**src/pkg/rod_defines.svh**
```systemverilog
// constants for the registered one-of-eight decoder
`ifndef ROD_DEFINES_SVH
`define ROD_DEFINES_SVH

// ----------------------------------------------------------------
// widths
// ----------------------------------------------------------------
`define ROD_SEL_W          3
`define ROD_OUT_N          8
`define ROD_PIN_N          10

// ----------------------------------------------------------------
// bit positions inside the sampled pin vector
// ----------------------------------------------------------------
`define ROD_PIN_STROBE     0
`define ROD_PIN_LOAD_EN_N  1
`define ROD_PIN_CLEAR_N    2
`define ROD_PIN_LEVEL      3
`define ROD_PIN_SEL_LO     4
`define ROD_PIN_GATE_LO    7
`define ROD_PIN_GATE_HI    8
`define ROD_PIN_OE_N       9

// ----------------------------------------------------------------
// reset values
// ----------------------------------------------------------------
// active-low enables and clear idle high, everything else idles low
`define ROD_PIN_RST        10'h206
`define ROD_SEL_RST        3'h0
`define ROD_LEVEL_RST      1'h0
`define ROD_Y_RST          8'h00
`define ROD_OE_N_IDLE      8'hff
`define ROD_OE_N_DRIVE     8'h00
`define ROD_ONE            8'h01

`endif

```
**src/pkg/rod_pkg.sv**
```systemverilog
// types and decode function for the registered one-of-eight decoder
`include "rod_defines.svh"

package rod_pkg;

  // ----------------------------------------------------------------
  // types
  // ----------------------------------------------------------------
  typedef logic [`ROD_SEL_W-1:0] rod_sel_t;
  typedef logic [`ROD_OUT_N-1:0] rod_out_t;
  typedef logic [`ROD_PIN_N-1:0] rod_pin_t;

  // ----------------------------------------------------------------
  // functions
  // ----------------------------------------------------------------
  // one-hot mask of the selected output
  function automatic rod_out_t rod_mask(input rod_sel_t code);
    rod_mask = rod_out_t'(`ROD_ONE) << code;
  endfunction : rod_mask

  // full output pattern: selected is gate xnor level, others sit at ~level
  function automatic rod_out_t rod_decode(input rod_sel_t code,
                                          input logic     level,
                                          input logic     gate);
    rod_out_t m;
    m = rod_mask(code);
    rod_decode = (m & {`ROD_OUT_N{~(gate ^ level)}}) | (~m & {`ROD_OUT_N{~level}});
  endfunction : rod_decode

endpackage : rod_pkg

```
**src/design/rod_out_drv.sv**
```systemverilog
// output stage: decoded pin levels and their drive enables
`timescale 1ns/1ps
`default_nettype none
`include "rod_defines.svh"

module rod_out_drv (
  // clock and reset
  input  wire logic             ref_clk,
  input  wire logic             rst_n,
  input  wire logic             clk_en,
  // stored control
  input  wire rod_pkg::rod_sel_t stored_select_bits,
  input  wire logic             stored_level_bit,
  // gating and enable
  input  wire logic             gate_term,
  input  wire logic             output_enable_n,
  // output pins
  output var  rod_pkg::rod_out_t decoded_outputs,
  output var  rod_pkg::rod_out_t decoded_oe_n
);
  import rod_pkg::*;

  // ----------------------------------------------------------------
  // output registers
  // ----------------------------------------------------------------
  rod_out_t y_r;
  rod_out_t oe_n_r;

  // decoded levels, kept running even while floated
  always_ff @(posedge ref_clk) begin
    if (!rst_n) begin
      y_r <= `ROD_Y_RST;
    end else if (clk_en) begin
      y_r <= rod_decode(stored_select_bits, stored_level_bit, gate_term);
    end
  end

  // drive enables: only the buffers see the enable, nothing else does
  always_ff @(posedge ref_clk) begin
    if (!rst_n) begin
      oe_n_r <= `ROD_OE_N_IDLE;
    end else if (clk_en) begin
      oe_n_r <= output_enable_n ? `ROD_OE_N_IDLE : `ROD_OE_N_DRIVE;
    end
  end

  assign decoded_outputs = y_r;
  assign decoded_oe_n    = oe_n_r;

  rod_out_t sel_mask;
  assign sel_mask = rod_mask(stored_select_bits);
endmodule : rod_out_drv
`default_nettype wire

```
**src/design/rod_decoder.sv**
```systemverilog
// registered one-of-eight decoder with level select and three-state outputs
`timescale 1ns/1ps
`default_nettype none
`include "rod_defines.svh"

module rod_decoder (
  // clock, reset and freeze
  input  wire logic             ref_clk,
  input  wire logic             rst_n,
  input  wire logic             clk_en,
  // control register pins
  input  wire logic             register_clear_n,
  input  wire logic             load_strobe,
  input  wire logic             load_enable_n,
  input  wire rod_pkg::rod_sel_t select_code,
  input  wire logic             active_level_select,
  // gating pins
  input  wire logic             gate_low_input,
  input  wire logic             gate_high_input,
  input  wire logic             output_enable_n,
  // three-state outputs
  output var  rod_pkg::rod_out_t decoded_outputs,
  output var  rod_pkg::rod_out_t decoded_oe_n,
  // stored state
  output var  rod_pkg::rod_sel_t stored_select_bits,
  output var  logic             stored_level_bit
);
  import rod_pkg::*;

  // ----------------------------------------------------------------
  // pin synchronisers
  // ----------------------------------------------------------------
  rod_pin_t pin_raw;
  rod_pin_t pin_s1_r;
  rod_pin_t pin_s2_r;
  rod_pin_t pin_s3_r;
  rod_pin_t pin_f_r;
  rod_pin_t pin_f_nxt;
  rod_pin_t pin_diff;

  assign pin_raw = {output_enable_n, gate_high_input, gate_low_input, select_code,
                    active_level_select, register_clear_n, load_enable_n, load_strobe};

  // three stages; stage one feeds stage two only
  always_ff @(posedge ref_clk) begin
    if (!rst_n) begin
      pin_s1_r <= `ROD_PIN_RST;
      pin_s2_r <= `ROD_PIN_RST;
      pin_s3_r <= `ROD_PIN_RST;
    end else if (clk_en) begin
      pin_s1_r <= pin_raw;
      pin_s2_r <= pin_s1_r;
      pin_s3_r <= pin_s2_r;
    end
  end

  // a bit only changes once stages two and three agree, which rejects
  // single-cycle glitches at the cost of one extra cycle of latency
  always_comb begin
    pin_diff  = pin_s2_r ^ pin_s3_r;
    pin_f_nxt = (pin_s3_r & ~pin_diff) | (pin_f_r & pin_diff);
  end

  always_ff @(posedge ref_clk) begin
    if (!rst_n) begin
      pin_f_r <= `ROD_PIN_RST;
    end else if (clk_en) begin
      pin_f_r <= pin_f_nxt;
    end
  end

  // ----------------------------------------------------------------
  // filtered control levels
  // ----------------------------------------------------------------
  logic     clear_n_f;
  logic     load_en_n_f;
  logic     level_f;
  rod_sel_t sel_f;
  logic     oe_n_f;
  logic     strobe_rise;
  logic     gate_term;

  assign clear_n_f   = pin_f_r[`ROD_PIN_CLEAR_N];
  assign load_en_n_f = pin_f_r[`ROD_PIN_LOAD_EN_N];
  assign level_f     = pin_f_r[`ROD_PIN_LEVEL];
  assign sel_f       = pin_f_r[`ROD_PIN_SEL_LO +: `ROD_SEL_W];
  assign oe_n_f      = pin_f_r[`ROD_PIN_OE_N];

  // low-to-high strobe seen in the cycle the filter accepts it
  assign strobe_rise = pin_f_nxt[`ROD_PIN_STROBE] & ~pin_f_r[`ROD_PIN_STROBE];

  // gate term, usable as data or as an enable for the selected pin
  assign gate_term = ~pin_f_r[`ROD_PIN_GATE_LO] & pin_f_r[`ROD_PIN_GATE_HI];

  // ----------------------------------------------------------------
  // control register
  // ----------------------------------------------------------------
  rod_sel_t sel_r;
  rod_sel_t sel_nxt;
  logic     level_r;
  logic     level_nxt;
  logic     load_go;

  // data uses the already-filtered levels, so it must settle before the strobe;
  // the system keeps load enable high except for a wanted load
  assign load_go = strobe_rise & ~load_en_n_f;

  // clear wins over any load in the same cycle
  always_comb begin
    sel_nxt   = sel_r;
    level_nxt = level_r;
    if (!clear_n_f) begin
      sel_nxt   = `ROD_SEL_RST;
      level_nxt = `ROD_LEVEL_RST;
    end else if (load_go) begin
      sel_nxt   = sel_f;
      level_nxt = level_f;
    end
  end

  // output enable is deliberately absent from this process
  always_ff @(posedge ref_clk) begin
    if (!rst_n) begin
      sel_r   <= `ROD_SEL_RST;
      level_r <= `ROD_LEVEL_RST;
    end else if (clk_en) begin
      sel_r   <= sel_nxt;
      level_r <= level_nxt;
    end
  end

  assign stored_select_bits = sel_r;
  assign stored_level_bit   = level_r;

  // ----------------------------------------------------------------
  // output stage
  // ----------------------------------------------------------------
  rod_out_drv u_out (
    .ref_clk            (ref_clk),
    .rst_n              (rst_n),
    .clk_en             (clk_en),
    .stored_select_bits (sel_r),
    .stored_level_bit   (level_r),
    .gate_term          (gate_term),
    .output_enable_n    (oe_n_f),
    .decoded_outputs    (decoded_outputs),
    .decoded_oe_n       (decoded_oe_n)
  );
endmodule : rod_decoder
`default_nettype wire

```
**config.mk**
```make
export PLATFORM = sky130hd
export DESIGN_NAME = rod_decoder
export DESIGN_NICKNAME = d
export VERILOG_FILES = /design/src/pkg/rod_pkg.sv /design/src/design/rod_out_drv.sv /design/src/design/rod_decoder.sv
export VERILOG_INCLUDE_DIRS = /design/src /design/src/pkg
export SDC_FILE = /design/constraint.sdc
export NUM_CORES = 1
export LEC_CHECK = 0
export ABC_AREA = 1
export BUFFER_PORTS_ARGS = -buffer_cell sky130_fd_sc_hd__buf_4
export CAP_MARGIN = 20
export CORE_MARGIN = 8
export CORE_UTILIZATION = 51
export CTS_CLUSTER_SIZE = 16
export DETAILED_ROUTE_END_ITERATION = 16
export PLACE_DENSITY = 0.75
export SLEW_MARGIN = 10
export SYNTH_ARGS = -nofsm -noshare
export SYNTH_HDL_FRONTEND = slang
export SYNTH_SLANG_ARGS = --single-unit
```
**constraint.sdc**
```tcl
create_clock -name ref_clk -period 1.25 [get_ports ref_clk]
set_input_delay 0.1875 -clock ref_clk [delete_from_list [all_inputs] [get_ports ref_clk]]
set_output_delay 0.1875 -clock ref_clk [all_outputs]
set_load 0.005 [all_outputs]
```
# After elaboration in Yosys (flattened, before gate mapping)
# Cells that the tools add are included.
# op_classes
eq_ne	1
n_shift	1
mux	5
bitwise	18
reduce_logical	1
# ops
op	n
$and 10x10->10	2
$and 8x8->8	2
$not 10->10	1
$or 10x10->10	1
$xor 10x10->10	1
$mux 8	1
$not 8->8	1
$or 8x8->8	1
$shl 1x3->8 const A	1
$mux 3	2
$not 1->1	5
$and 1x1->1	3
$mux 1	2
$ne 2x1->1 const B	1
$reduce_and 2->1	1
$xor 1x1->1	1
# word_totals
regBits	60
output_inout_bits	20

# Depth between registers and ports, before layout
# Gate-level depths: netlist (run 1).
# depth
depth_word	8
ltp_mapped	6

# By module
# Synthesis (run 1) repeated with hierarchy kept, for this count alone.
# unflattened
hier_cells	309
hier_area_um2	2258.4
# by_module_without_submodules
mod	n_inst	cells_each	area_each_um2
rod_decoder	1	219	1682.9
rod_out_drv	1	90	575.6

# Worst setup path after synthesis (run 1)
# Ideal clock, no wire load.
# synth_timing
path_kind	reg2reg
startpoint	reg level_r, in the netlist stored_level_bit
endpoint	reg u_out.y_r[2], in the netlist u_out.decoded_outputs[2]
setup_time_ns	0.119
arrival_time_ns	0.861
required_ns	1.131
slack_ns	0.270
path_stages_with_launch	7
path_buffers	1
synth_period_minus_slack_ns	0.980
cell_sequence	dfxtp_1 -> buf_6 -> inv_1 -> nand2_2 -> nand3_1 -> nand2_1 -> a21oi_2
# synth_via
elab_chain_cells	4
word_cells_on_any_way	6
classes_between	bitwise (6)
# synth_rtl
element	line	rtl
start: declaration	rod_decoder.sv:100	logic level_r;
start signal: assignment	rod_decoder.sv:125	level_r <= `ROD_LEVEL_RST;
start signal: assignment	rod_decoder.sv:128	level_r <= level_nxt;
$xor 1x1->1	rod_pkg.sv:27	rod_decode = (m & {`ROD_OUT_N{~(gate ^ level)}}) | (~m & {`ROD_OUT_N{~level}});
$not 1->1	rod_pkg.sv:27	
$and 8x8->8	rod_pkg.sv:27	
$or 8x8->8 *	rod_pkg.sv:27	
end signal: assignment	rod_out_drv.sv:32	y_r <= `ROD_Y_RST;
end signal: assignment	rod_out_drv.sv:34	y_r <= rod_decode(stored_select_bits, stored_level_bit, gate_term);
end: declaration	rod_out_drv.sv:26	rod_out_t y_r;
# Mark *: on every way between the ends. The rest lies on a longest branch, timed or not.
# A chain may end at the register's enable or synchronous reset.

# Worst setup path after layout (run 1)
# layout_timing
startpoint	reg level_r, in the netlist stored_level_bit
endpoint	out stored_level_bit
# layout_lines
element	line	rtl
end: declaration	rod_decoder.sv:26	output var logic stored_level_bit
# No word-level cell between the ends.

==> flow_summary.rst, run 1 <==
.. list-table::
   :header-rows: 1

   * - Metric
     - Value
   * - Cell accounting for the most synthesized area
     - dfxtp_1
   * - Master cell of the clock root buffer
     - clkbuf_8
   * - Number of failing setup endpoints in the final timing report
     - 0
   * - Largest fanout of any net on the critical path
     - 8
   * - Maximum clock insertion buffer count
     - 2
   * - Setup TNS Final
     - 0 ns
   * - Number of warning messages in the yosys log
     - 0
   * - Run status
     - finished clean
   * - Top cell types by occurrence after synthesis
     - nand2_1 (64), dfxtp_1 (53), nor2_1 (39), o21ai_0 (30), nand3_1 (26)
   * - Ports placed on the boundary
     - 33
   * - Worst-path clk slew
     - 0.09 ns
   * - Overall routed net length
     - 4.33 mm
   * - Required arrival time at the worst endpoint
     - 1.06 ns
   * - Initial standard-cell utilization of the core
     - 52.0%
   * - Main area contributors after synthesis
     - dfxtp_1 (48%), nand2_1 (11%), o21ai_0 (6.8%)
   * - Worst hold path depth
     - 3
   * - Synth Cell Area
     - 2220 um^2
   * - Relative max-transition margin
     - 80.0%
   * - Number of detailed-route iterations in the first pass
     - 4
   * - Number of levels in the clock H-tree
     - 2
   * - Most frequent cell after synthesis
     - nand2_1
   * - Avg Vias per Cell
     - 5.16
   * - TritonCTS clock tree
     - built
   * - Count of cells along the worst register-to-register path
     - 6
   * - Number of cells produced by synthesis
     - 292
   * - Number of sinks driven by the clock tree
     - 53
   * - Post-route DRC
     - 0
   * - Growth of design area from synthesis to finish
     - 14.3%
   * - Actual slew at the worst max-slew pin
     - 0.300 ns
   * - Max-cap violation count
     - 0
   * - Met3 track utilization from global routing
     - 4.81%
   * - Layout Utilization
     - 59.5%
   * - Overflow left after global routing
     - 0
   * - Portion of synthesized cell area occupied by the leading cell type
     - 47.8%
   * - Fraction of final layout cells sized beyond drive strength 1
     - 18.5%
   * - Port Buffer Count
     - 32
   * - Max Slew Vio Count
     - 0
   * - Routability cong.
     - 0.719
   * - Final worst path period need
     - 1.18 ns
   * - M2 GR Usage
     - 22.1%
   * - Final ANT Viol Nets
     - 0
   * - Worst setup path class
     - reg -> out
   * - Sort of element at the start of the critical path
     - flip-flop
   * - Global-route wire length before repair
     - 7.36 mm
   * - Count of non-filler cells in the finished layout
     - 366
   * - PD cells
     - 1310 nW/um^2
   * - Post-Syn Nets
     - 305
   * - Number of placed cells counting well taps
     - 358
   * - Worst-case clock skew
     - 0.00649 ns
   * - DP HPWL
     - 2.90 mm
   * - Largest net degree at the start of global routing
     - 44
   * - Number of enable flip-flop cells after synthesis
     - 0
   * - Worst setup EP type
     - output pin
   * - Final-report hold violation count
     - 0
   * - FFs w/ async S/R, synth
     - 0%
   * - Hold_sp
     - load_enable_n
   * - Count of distinct cell types in the synthesized netlist
     - 23
   * - Critical path data arrival time
     - 0.99 ns
   * - Num CTS Buffers
     - 5
   * - Filler instances
     - 393
   * - Die X-Extent
     - 82.0 um
   * - Hold path endpoint
     - pin_s1_r[1]
   * - Worst-case vdd ir drop
     - 0.810 mV
   * - Core Box Area
     - 4260 um^2
   * - Average wire length per cell after detail routing
     - 11.8 um
   * - Proportion of synthesized chip area in sequential cells
     - 47.8%
   * - Worst reg2reg endpoint
     - u_out.decoded_outputs[3]
   * - Met1 routing resource usage after global routing
     - 16.4%
   * - Source-to-sink clock delay at the later pin of the worst-skew pair
     - 0.30 ns
   * - Worst-case register-to-register setup slack
     - 0.20 ns
   * - Path category of the worst min-delay check
     - in -> reg
   * - Number of vias after detailed routing
     - 1889
   * - Peak-usage layer in the global routing report
     - met2
   * - Number of antenna violations at the first check in global routing
     - 0
   * - Full die area
     - 6720 um^2
   * - Reg2reg start
     - stored_select_bits[1]
   * - Fin crit share
     - 94.6%
   * - Leakage
     - 1.08 nW
   * - Vertical extent of the die
     - 82.0 um
   * - First-iteration detailed-routing DRC count
     - 168
   * - Average cell area after synthesis
     - 7.60 um^2
   * - Final net count
     - 326
   * - Total track usage
     - 13.7%
   * - Synthesis-stage register bit count
     - 53
   * - Prevailing post-synth register cell
     - dfxtp_1
   * - Vias in the first global route
     - 1613
   * - Hold-fix buffer count after cts
     - 0
   * - Unrepaired setup endpoints after global routing
     - false
   * - Number of rows created at floorplan
     - 24
   * - FMAX
     - 846 MHz
   * - Ant. Diodes
     - 0
-- worst max-delay path: stages (launching register included) --
cell     delay [ns]
dfxtp_2        0.37
buf_4          0.19
buf_4          0.13
-- what timing repair did --
action	4_1_cts	5_1_grt
gates resized for setup	1	0
setup endpoints to repair	1	0
buffers inserted	0	0
-- metal layers --
metal	up-vias	routed length, um	share of wire (%)
met5	-	0	0
met4	0	59	1.4
met3	6	249	5.7
met2	32	1990	46
met1	863	2030	47
li1	988	-	-
-- cells in the final DEF, fill, tap and decap left out, types with 2 or more instances in the layout --
cell type	count
inv_1	13
nor2_1	39
clkbuf_8	6
a21oi_1	24
or2_1	2
nand2_1	64
o21ai_0	30
nand3_1	26
o211ai_1	3
dfxtp_1	52
a21oi_2	7
buf_4	36
-- cell type report --
class | count | area (um^2) | area share, %
clock buffers | 7 | 86.3 | 3.40
inverters | 15 | 63.8 | 2.52
clock inverters | 1 | 30.0 | 1.18
repair buffers | 37 | 290 | 11.4
flip-flops and latches | 53 | 1060 | 41.9
well taps | 52 | 65.1 | 2.57
multi-input cells | 201 | 938 | 37.0
-- cells by family after synthesis --
group           count (synthesis)  share of synthesized area (%)
buf+inv                        38                           9.87
simple gates                  135                           25.2
flops                          53                           47.8
compound gates                 66                           17.1
-- power by group --
group / switching [W] / internal (W) / leakage (nW)
registers: 0.0000509 / 0.00177 / 0.437
logic: 0.000172 / 0.000146 / 0.589
clock network: 0.000535 / 0.000653 / 0.0585
-- metrics by stage --
| stage | instance area [um^2] | total power, W | setup WS [ns] | hold slack, ns |
|---|---|---|---|---|
| after detailed placement | 2420 | 0.00218 | 0.177 | 0.407 |
| after CTS | 2540 | 0.00337 | 0.0518 | 0.0891 |
| after global routing | 2540 | 0.00349 | 0.00926 | 0.0921 |
| after floorplan | 2220 | 0.00208 | 0.270 | 0.314 |
| final | 2540 | 0.00333 | 0.0675 | 0.0955 |
| after global placement | 2420 | 0.00218 | 0.209 | 0.399 |
-- worst max-delay path by stage --
stage	startpoint	depth (start not counted)	to	slack, ns
after detailed placement	clk_en	4	pin_f_r[0]	0.18
after CTS	stored_level_bit	2	stored_level_bit	0.05
after global placement	clk_en	5	pin_s1_r[6]	0.21
after floorplan	stored_level_bit	6	u_out.decoded_outputs[2]	0.27
after global routing	stored_level_bit	2	stored_level_bit	0.009
final	stored_level_bit	2	stored_level_bit	0.07
Power figures use the tool's default switching activity.
==> run 2, diff against run 1 <==
--- a/config.mk
+++ b/config.mk
@@ -9,11 +9,12 @@
 export ABC_AREA = 1
 export BUFFER_PORTS_ARGS = -buffer_cell sky130_fd_sc_hd__buf_4
 export CAP_MARGIN = 20
-export CORE_MARGIN = 8
+export CORE_MARGIN = 2
 export CORE_UTILIZATION = 51
 export CTS_CLUSTER_SIZE = 16
 export DETAILED_ROUTE_END_ITERATION = 16
 export PLACE_DENSITY = 0.75
+export RECOVER_POWER = 25
 export SLEW_MARGIN = 10
 export SYNTH_ARGS = -nofsm -noshare
 export SYNTH_HDL_FRONTEND = slang
==> flow_summary.rst, run 2 (same netlist as run 1, synthesis figures left out) <==
.. list-table::
   :header-rows: 1

   * - Metric
     - Value
   * - Ant. Diodes
     - 0 (unchanged)
   * - Unrepaired setup endpoints after global routing
     - false
   * - Max Slew Vio Count
     - 0 (unchanged)
   * - Hold-fix buffer count after cts
     - 0 (unchanged)
   * - Crit path buf inv count
     - 2 (unchanged)
   * - Met1 routing resource usage after global routing
     - 22.3% (+5.9 points)
   * - M2 GR Usage
     - 31.0% (+8.9 points)
   * - Worst setup path class
     - reg -> out
   * - Overflow left after global routing
     - 0 (unchanged)
   * - Max-cap violation count
     - 0 (unchanged)
   * - Final ANT Viol Nets
     - 0 (unchanged)
   * - Worst-case vdd ir drop
     - 1.06 mV (+31%)
   * - Final worst path period need
     - 1.19 ns (+0.00325 ns)
   * - Post-route cell area
     - 2530 um^2 (-0.30%)
   * - Relative max-transition margin
     - 56.1% (-24 points)
   * - Vertical extent of the die
     - 70.0 um (-15%)
   * - Routability cong.
     - 0.837 (+16%)
   * - Met3 track utilization from global routing
     - 4.04% (-0.77 points)
   * - Sort of element at the start of the critical path
     - flip-flop
   * - Source-to-sink clock delay at the later pin of the worst-skew pair
     - 0.30 ns (about the same)
   * - PD cells
     - 1240 nW/um^2 (-5.9%)
   * - Vias in the first global route
     - 1681 (+4.2%)
   * - Relative contribution of the clock network to total power
     - 31.3% (-4.4 points)
   * - Net switching power
     - 0.000753 W (-0.59%)
   * - Final-report hold violation count
     - 0 (unchanged)
   * - Max stage delay cell, worst path
     - dfxtp_2
   * - TritonCTS clock tree
     - built
   * - Die X-Extent
     - 70.0 um (-15%)
   * - Total track usage
     - 18.1% (+4.4 points)
   * - FMAX
     - 843 MHz (-0.27%)
   * - Run status
     - finished clean
   * - Critical Path Start
     - stored_level_bit
   * - Register share of total power
     - 58.4% (+3.7 points)
   * - Number of failing setup endpoints in the final timing report
     - 0 (unchanged)
   * - Pre-CTS WS
     - 0.185 ns (+0.00823 ns)
   * - Number of antenna violations at the first check in global routing
     - 0 (unchanged)
   * - Fin crit share
     - 94.9% (+0.26 points)
   * - Commonest cells after routing, fill and taps aside
     - nand2_1 (64), dfxtp_1 (52), nor2_1 (39)
   * - Number of vias after detailed routing
     - 1862 (-1.4%)
   * - Port Buffer Count
     - 32 (unchanged)
   * - Largest net degree at the start of global routing
     - 40 (-9.1%)
   * - Full die area
     - 4890 um^2 (-27%)
   * - Final worst hold slack
     - 0.0955 ns (+0.0000434 ns)
   * - Number of levels in the clock H-tree
     - 2 (unchanged)
   * - Hold_sp
     - output_enable_n
   * - Stage delay of the slowest cell on the critical path
     - 0.38 ns (about the same)
   * - Peak-usage layer in the global routing report
     - met2
   * - Average wire length per cell after detail routing
     - 11.4 um (-4.1%)
   * - Growth of design area from synthesis to finish
     - 14.0%
   * - Global-route wire length before repair
     - 7.37 mm (+0.19%)
   * - Path category of the worst min-delay check
     - in -> reg
   * - Fraction of final layout cells sized beyond drive strength 1
     - 18.9% (+0.46 points)
   * - CP Cell Sequence
     - buf_4, buf_4
   * - Worst-case clock skew
     - 0.00263 ns (-0.00386 ns)
   * - DP HPWL
     - 2.80 mm (-3.6%)
   * - Master cell of the clock root buffer
     - clkbuf_8
   * - Least setup slack across all paths after layout
     - 0.0643 ns (-0.00325 ns)
   * - Maximum clock insertion buffer count
     - 2 (unchanged)
   * - Worst path most repeated cell
     - buf_4
   * - Critical path's top delay family
     - flip-flops
   * - Switching fraction of total power
     - 24.1% (+1.3 points)
   * - Standard cell area after detailed placement
     - 2440 um^2 (+0.83%)
   * - Overall routed net length
     - 4.17 mm (-3.9%)
   * - Actual slew at the worst max-slew pin
     - 0.658 ns (+0.358 ns)
   * - Core Box Area
     - 4090 um^2 (-4.2%)
   * - Ports placed on the boundary
     - 33 (unchanged)
   * - Most common library cell in the layout ignoring fill and taps
     - nand2_1
   * - Number of sinks driven by the clock tree
     - 53 (unchanged)
   * - Worst setup EP type
     - output pin
   * - Overall power
     - 0.00312 W (-6.2%)
   * - Worst-path clk slew
     - 0.09 ns (about the same)
   * - Setup TNS Final
     - 0 ns (unchanged)
   * - Number of rows created at floorplan
     - 23 (-4.2%)
   * - Num CTS Buffers
     - 5 (unchanged)
   * - Critical path data arrival time
     - 1.00 ns (about the same)
   * - Internal Dissipation
     - 0.00237 W (-7.8%)
   * - Largest fanout of any net on the critical path
     - 8 (unchanged)
   * - First-iteration detailed-routing DRC count
     - 66 (-61%)
   * - Number of detailed-route iterations in the first pass
     - 4 (unchanged)
   * - Reg2reg start
     - stored_select_bits[1]
   * - Required arrival time at the worst endpoint
     - 1.06 ns (about the same)
   * - Post-route DRC
     - 0 (unchanged)
   * - Initial standard-cell utilization of the core
     - 54.3% (+2.3 points)
   * - Share of power burned in combinational logic
     - 10.3% (+0.7 points)
   * - Avg Vias per Cell
     - 5.07 (-1.7%)
   * - Final net count
     - 329 (+0.92%)
   * - Leakage
     - 1.08 nW (about the same)
-- run 2: cell type report --
| class | count | area (um^2) |
|---|---|---|
| clock inverters | 2 | 13.8 |
| clock buffers | 6 | 82.6 |
| well taps | 50 | 62.6 |
| flip-flops and latches | 53 | 1060 |
| repair buffers | 40 | 305 |
| fillers | 399 | 1560 |
| inverters | 15 | 63.8 |
| multi-input cells | 201 | 938 |
-- run 2: worst paths after layout --
kind	endpoint	slack, ns	cells after the start
worst max-delay path	stored_level_bit	0.06	2
worst min-delay path	pin_s1_r[9]	0.1	3
worst max register to register	u_out.decoded_outputs[3]	0.17	6
worst min register to register	u_out.decoded_outputs[0]	0.47	2
-- run 2: worst min-delay path: cells and delay by family --
family,cells,cell delay [ns]
and+or+nand+nor,2,0.10
buffers and inverters,1,0.08
-- run 2: stage by stage --
step	util (%)	instances
2_1_floorplan	-	292
3_3_place_gp	59.7	359
3_5_place_dp	59.7	359
4_1_cts	62.1	367
5_1_grt	61.9	367
6_report	61.9	367
-- run 2: power groups by stage --
stage	sequential (W)	combinational [W]	clock, W
floorplan	0.00185	0.000225	0
global placement	0.00186	0.000321	0
detailed placement	0.00186	0.000325	0
CTS	0.00182	0.000328	0.00103
global route	0.00184	0.000365	0.00110
finish	0.00182	0.000322	0.000979
-- run 2: what timing repair did --
item                                    in CTS  in global routing
gates resized for setup                      1                  0
endpoints found under the setup margin       1                  0
setup buffers                                0                  0
hold endpoints to repair                     0                  0
-- run 2: metal layers --
metal	vias up	part of all wire (%)
met5	-	0
met4	0	1.2
met3	5	4.0
met2	31	46
met1	835	49
li1	991	-
==> run 3, diff against run 2 <==
--- a/config.mk
+++ b/config.mk
@@ -6,7 +6,6 @@
 export SDC_FILE = /design/constraint.sdc
 export NUM_CORES = 1
 export LEC_CHECK = 0
-export ABC_AREA = 1
 export BUFFER_PORTS_ARGS = -buffer_cell sky130_fd_sc_hd__buf_4
 export CAP_MARGIN = 20
 export CORE_MARGIN = 2
==> flow_summary.rst, run 3 <==
.. list-table::
   :header-rows: 1

   * - Metric
     - Value
   * - Prevailing post-synth register cell
     - dfxtp_1
   * - Num CTS Buffers
     - 5 (unchanged)
   * - Core Box Area
     - 4090 um^2 (unchanged)
   * - Worst-case register-to-register setup slack
     - 0.06 ns (-0.11 ns)
   * - Run status
     - finished clean
   * - FFs w/ async S/R, synth
     - 0% (unchanged)
   * - Global-route wire length before repair
     - 6.88 mm (-6.6%)
   * - Maximum clock insertion buffer count
     - 2 (unchanged)
   * - Final ANT Viol Nets
     - 0 (unchanged)
   * - TritonCTS clock tree
     - built
   * - Number of enable flip-flop cells after synthesis
     - 0 (unchanged)
   * - Top cell types by occurrence after synthesis
     - dfxtp_1 (53), mux2i_1 (29), nor2_1 (21), nand2_1 (18), a21oi_1 (15)
   * - Number of warning messages in the yosys log
     - 0 (unchanged)
   * - Most common library cell in the layout ignoring fill and taps
     - dfxtp_1
   * - Post-Syn Nets
     - 245 (-20%)
   * - Number of rows created at floorplan
     - 23 (unchanged)
   * - Average wire length per cell after detail routing
     - 13.1 um (+16%)
   * - Filler instances
     - 355 (-11%)
   * - Portion of synthesized cell area occupied by the leading cell type
     - 47.9% (+0.054 points)
   * - DP HPWL
     - 2.76 mm (-1.1%)
   * - Overall power
     - 0.00323 W (+3.4%)
   * - Final-report hold violation count
     - 0 (unchanged)
   * - FMAX
     - 842 MHz (-0.17%)
   * - Number of levels in the clock H-tree
     - 2 (unchanged)
   * - Most frequent cell after synthesis
     - dfxtp_1
   * - Actual slew at the worst max-slew pin
     - 0.604 ns (-0.0537 ns)
   * - Number of detailed-route iterations in the first pass
     - 5 (+1)
   * - Synthesis-stage register bit count
     - 53 (unchanged)
   * - Post-route cell area
     - 2600 um^2 (+2.8%)
   * - Worst setup path class
     - reg -> reg
   * - Stage delay of the slowest cell on the critical path
     - 0.36 ns (-0.02 ns)
   * - Largest net degree at the start of global routing
     - 23 (-43%)
   * - Die X-Extent
     - 69.9 um (about the same)
   * - Max-cap violation count
     - 0 (unchanged)
   * - Synth Cell Area
     - 2220 um^2 (-0.11%)
   * - Average cell area after synthesis
     - 9.55 um^2 (+26%)
   * - Master cell of the clock root buffer
     - clkbuf_8
   * - Routability cong.
     - 0.744 (-11%)
   * - Vertical extent of the die
     - 69.9 um (about the same)
   * - Overflow left after global routing
     - 0 (unchanged)
   * - Largest fanout of any net on the critical path
     - 4 (-4)
   * - Count of distinct cell types in the synthesized netlist
     - 34 (+48%)
   * - Postcts setup bufs
     - 0 (unchanged)
   * - Number of failing setup endpoints in the final timing report
     - 0 (unchanged)
   * - PD cells
     - 1240 nW/um^2 (+0.58%)
   * - Standard cell area after detailed placement
     - 2460 um^2 (+0.92%)
   * - First-iteration detailed-routing DRC count
     - 71 (+7.6%)
   * - Fraction of final layout cells sized beyond drive strength 1
     - 23.8% (+4.9 points)
   * - Worst setup EP type
     - flip-flop
   * - Vias in the first global route
     - 1531 (-8.9%)
   * - Leakage
     - 1.11 nW (+2.5%)
   * - Ant. Diodes
     - 0 (unchanged)
   * - Number of vias after detailed routing
     - 1729 (-7.1%)
   * - Cell accounting for the most synthesized area
     - dfxtp_1
   * - Overall routed net length
     - 4.07 mm (-2.2%)
   * - Full die area
     - 4890 um^2 (about the same)
   * - Worst-case clock skew
     - 0.00748 ns (+0.00485 ns)
   * - Critical path data arrival time
     - 1.44 ns (+0.44 ns)
   * - Final net count
     - 272 (-17%)
   * - Port Buffer Count
     - 32 (unchanged)
   * - Avg Vias per Cell
     - 5.58 (+9.9%)
   * - Initial standard-cell utilization of the core
     - 54.2% (-0.061 points)
   * - Commonest cells after routing, fill and taps aside
     - dfxtp_1 (48), buf_4 (43), mux2i_1 (29)
   * - Total track usage
     - 17.1% (-1.0 points)
   * - Number of cells produced by synthesis
     - 232 (-21%)
   * - CP Cell Sequence
     - nor4bb_4, and4_4, a22o_1
   * - Number of sinks driven by the clock tree
     - 53 (unchanged)
   * - Final worst path period need
     - 1.19 ns (+0.00201 ns)
   * - Number of antenna violations at the first check in global routing
     - 0 (unchanged)
   * - Source-to-sink clock delay at the later pin of the worst-skew pair
     - 0.31 ns (about the same)
   * - Relative max-transition margin
     - 59.7% (+3.6 points)
   * - Max Slew Vio Count
     - 0 (unchanged)
   * - Ports placed on the boundary
     - 33 (unchanged)
   * - Required arrival time at the worst endpoint
     - 1.50 ns (+0.44 ns)
   * - Post-route DRC
     - 0 (unchanged)
   * - Max stage delay cell, worst path
     - dfxtp_2
   * - Growth of design area from synthesis to finish
     - 17.3%
   * - Main area contributors after synthesis
     - dfxtp_1 (48%), mux2i_1 (13%), nor2_1 (3.6%)
   * - Proportion of synthesized chip area in sequential cells
     - 47.9% (+0.054 points)
   * - Worst-case vdd ir drop
     - 0.830 mV (-22%)
   * - Fin crit share
     - 95.0% (+0.16 points)
   * - Sort of element at the start of the critical path
     - flip-flop
   * - Path category of the worst min-delay check
     - in -> reg
   * - Worst-path clk slew
     - 0.10 ns (about the same)
-- run 3: cell count changes after synthesis, moves of 7 or more --
cell     previous run  this run
nand2_1            64        18
mux2i_1             0        29
nand3_1            26         6
nor2_1             39        21
o21ai_0            30        12
inv_1              13         3
a21oi_1            24        15
a21oi_2             7         0
-- run 3: cell families after synthesis --
family,Yosys count,share of synthesized area [%]
muxes,29,13.1
buffers and inverters,28,7.90
AOI/OAI and AO/OA,53,15.1
and+or+nand+nor,69,16.0
DFF,53,47.9
-- run 3: area by class of cell --
| cell class | count | area [um^2] | share of cell area (%) |
|---|---|---|---|
| multi-input cells | 151 | 1010 | 38.9 |
| inverters | 4 | 15.0 | 0.577 |
| repair buffers | 44 | 328 | 12.6 |
| flip-flops and latches | 53 | 1070 | 41.0 |
| clock inverters | 3 | 47.5 | 1.83 |
| clock buffers | 5 | 68.8 | 2.65 |
| well taps | 50 | 62.6 | 2.41 |
-- run 3: worst paths after layout --
| check | cells after the start | endpoint | from |
|---|---|---|---|
| worst min-delay path | 3 | pin_s1_r[2] | register_clear_n |
| worst min register to register | 2 | flip-flop | pin_s3_r[6] |
| worst max-delay path | 3 | stored_select_bits[1] | pin_s2_r[0] |
| worst max register to register | 3 | stored_select_bits[1] | pin_s2_r[0] |
-- run 3: what timing repair did --
item                       4_1_cts  5_1_grt
hold buffers                     0        0
pin swaps                        0        1
gates resized for setup          1       10
setup endpoints to repair        4        8
-- run 3: critical path: cells and delay by family (launching register included) --
kind	cells	cell delay (ns)
flip-flops	1	0.36
AND/OR/NAND/NOR	2	0.63
AO/OA/AOI/OAI	1	0.14
-- run 3: layer usage --
layer | share of wire [%] | up-vias | global-route usage, %
li1 | - | 873 | -
met1 | 47 | 818 | 22.2
met2 | 47 | 32 | 27.1
met3 | 4.5 | 6 | 5.48
met4 | 1.3 | 0 | 5.77
met5 | 0 | - | 0
-- run 3: per-stage QoR --
step | utilization, % | TNS, ns | instances | hold WS, ns | setup WS [ns]
floorplan | - | 0 | 232 | 0.315 | 0.0506
global route | 63.6 | -0.0185 | 310 | 0.0896 | -0.0185
CTS | 63.2 | 0 | 310 | 0.0786 | 0.0101
global placement | 60.2 | 0 | 302 | 0.400 | 0.0604
detailed placement | 60.2 | -0.0319 | 302 | 0.406 | -0.00953
finish | 63.6 | 0 | 310 | 0.0851 | 0.0623
-- run 3: where the power goes --
group,switching (W),internal [W],leakage [nW]
logic,0.000127,0.000131,0.616
registers,0.0000333,0.00174,0.436
clock network,0.000583,0.000611,0.0591
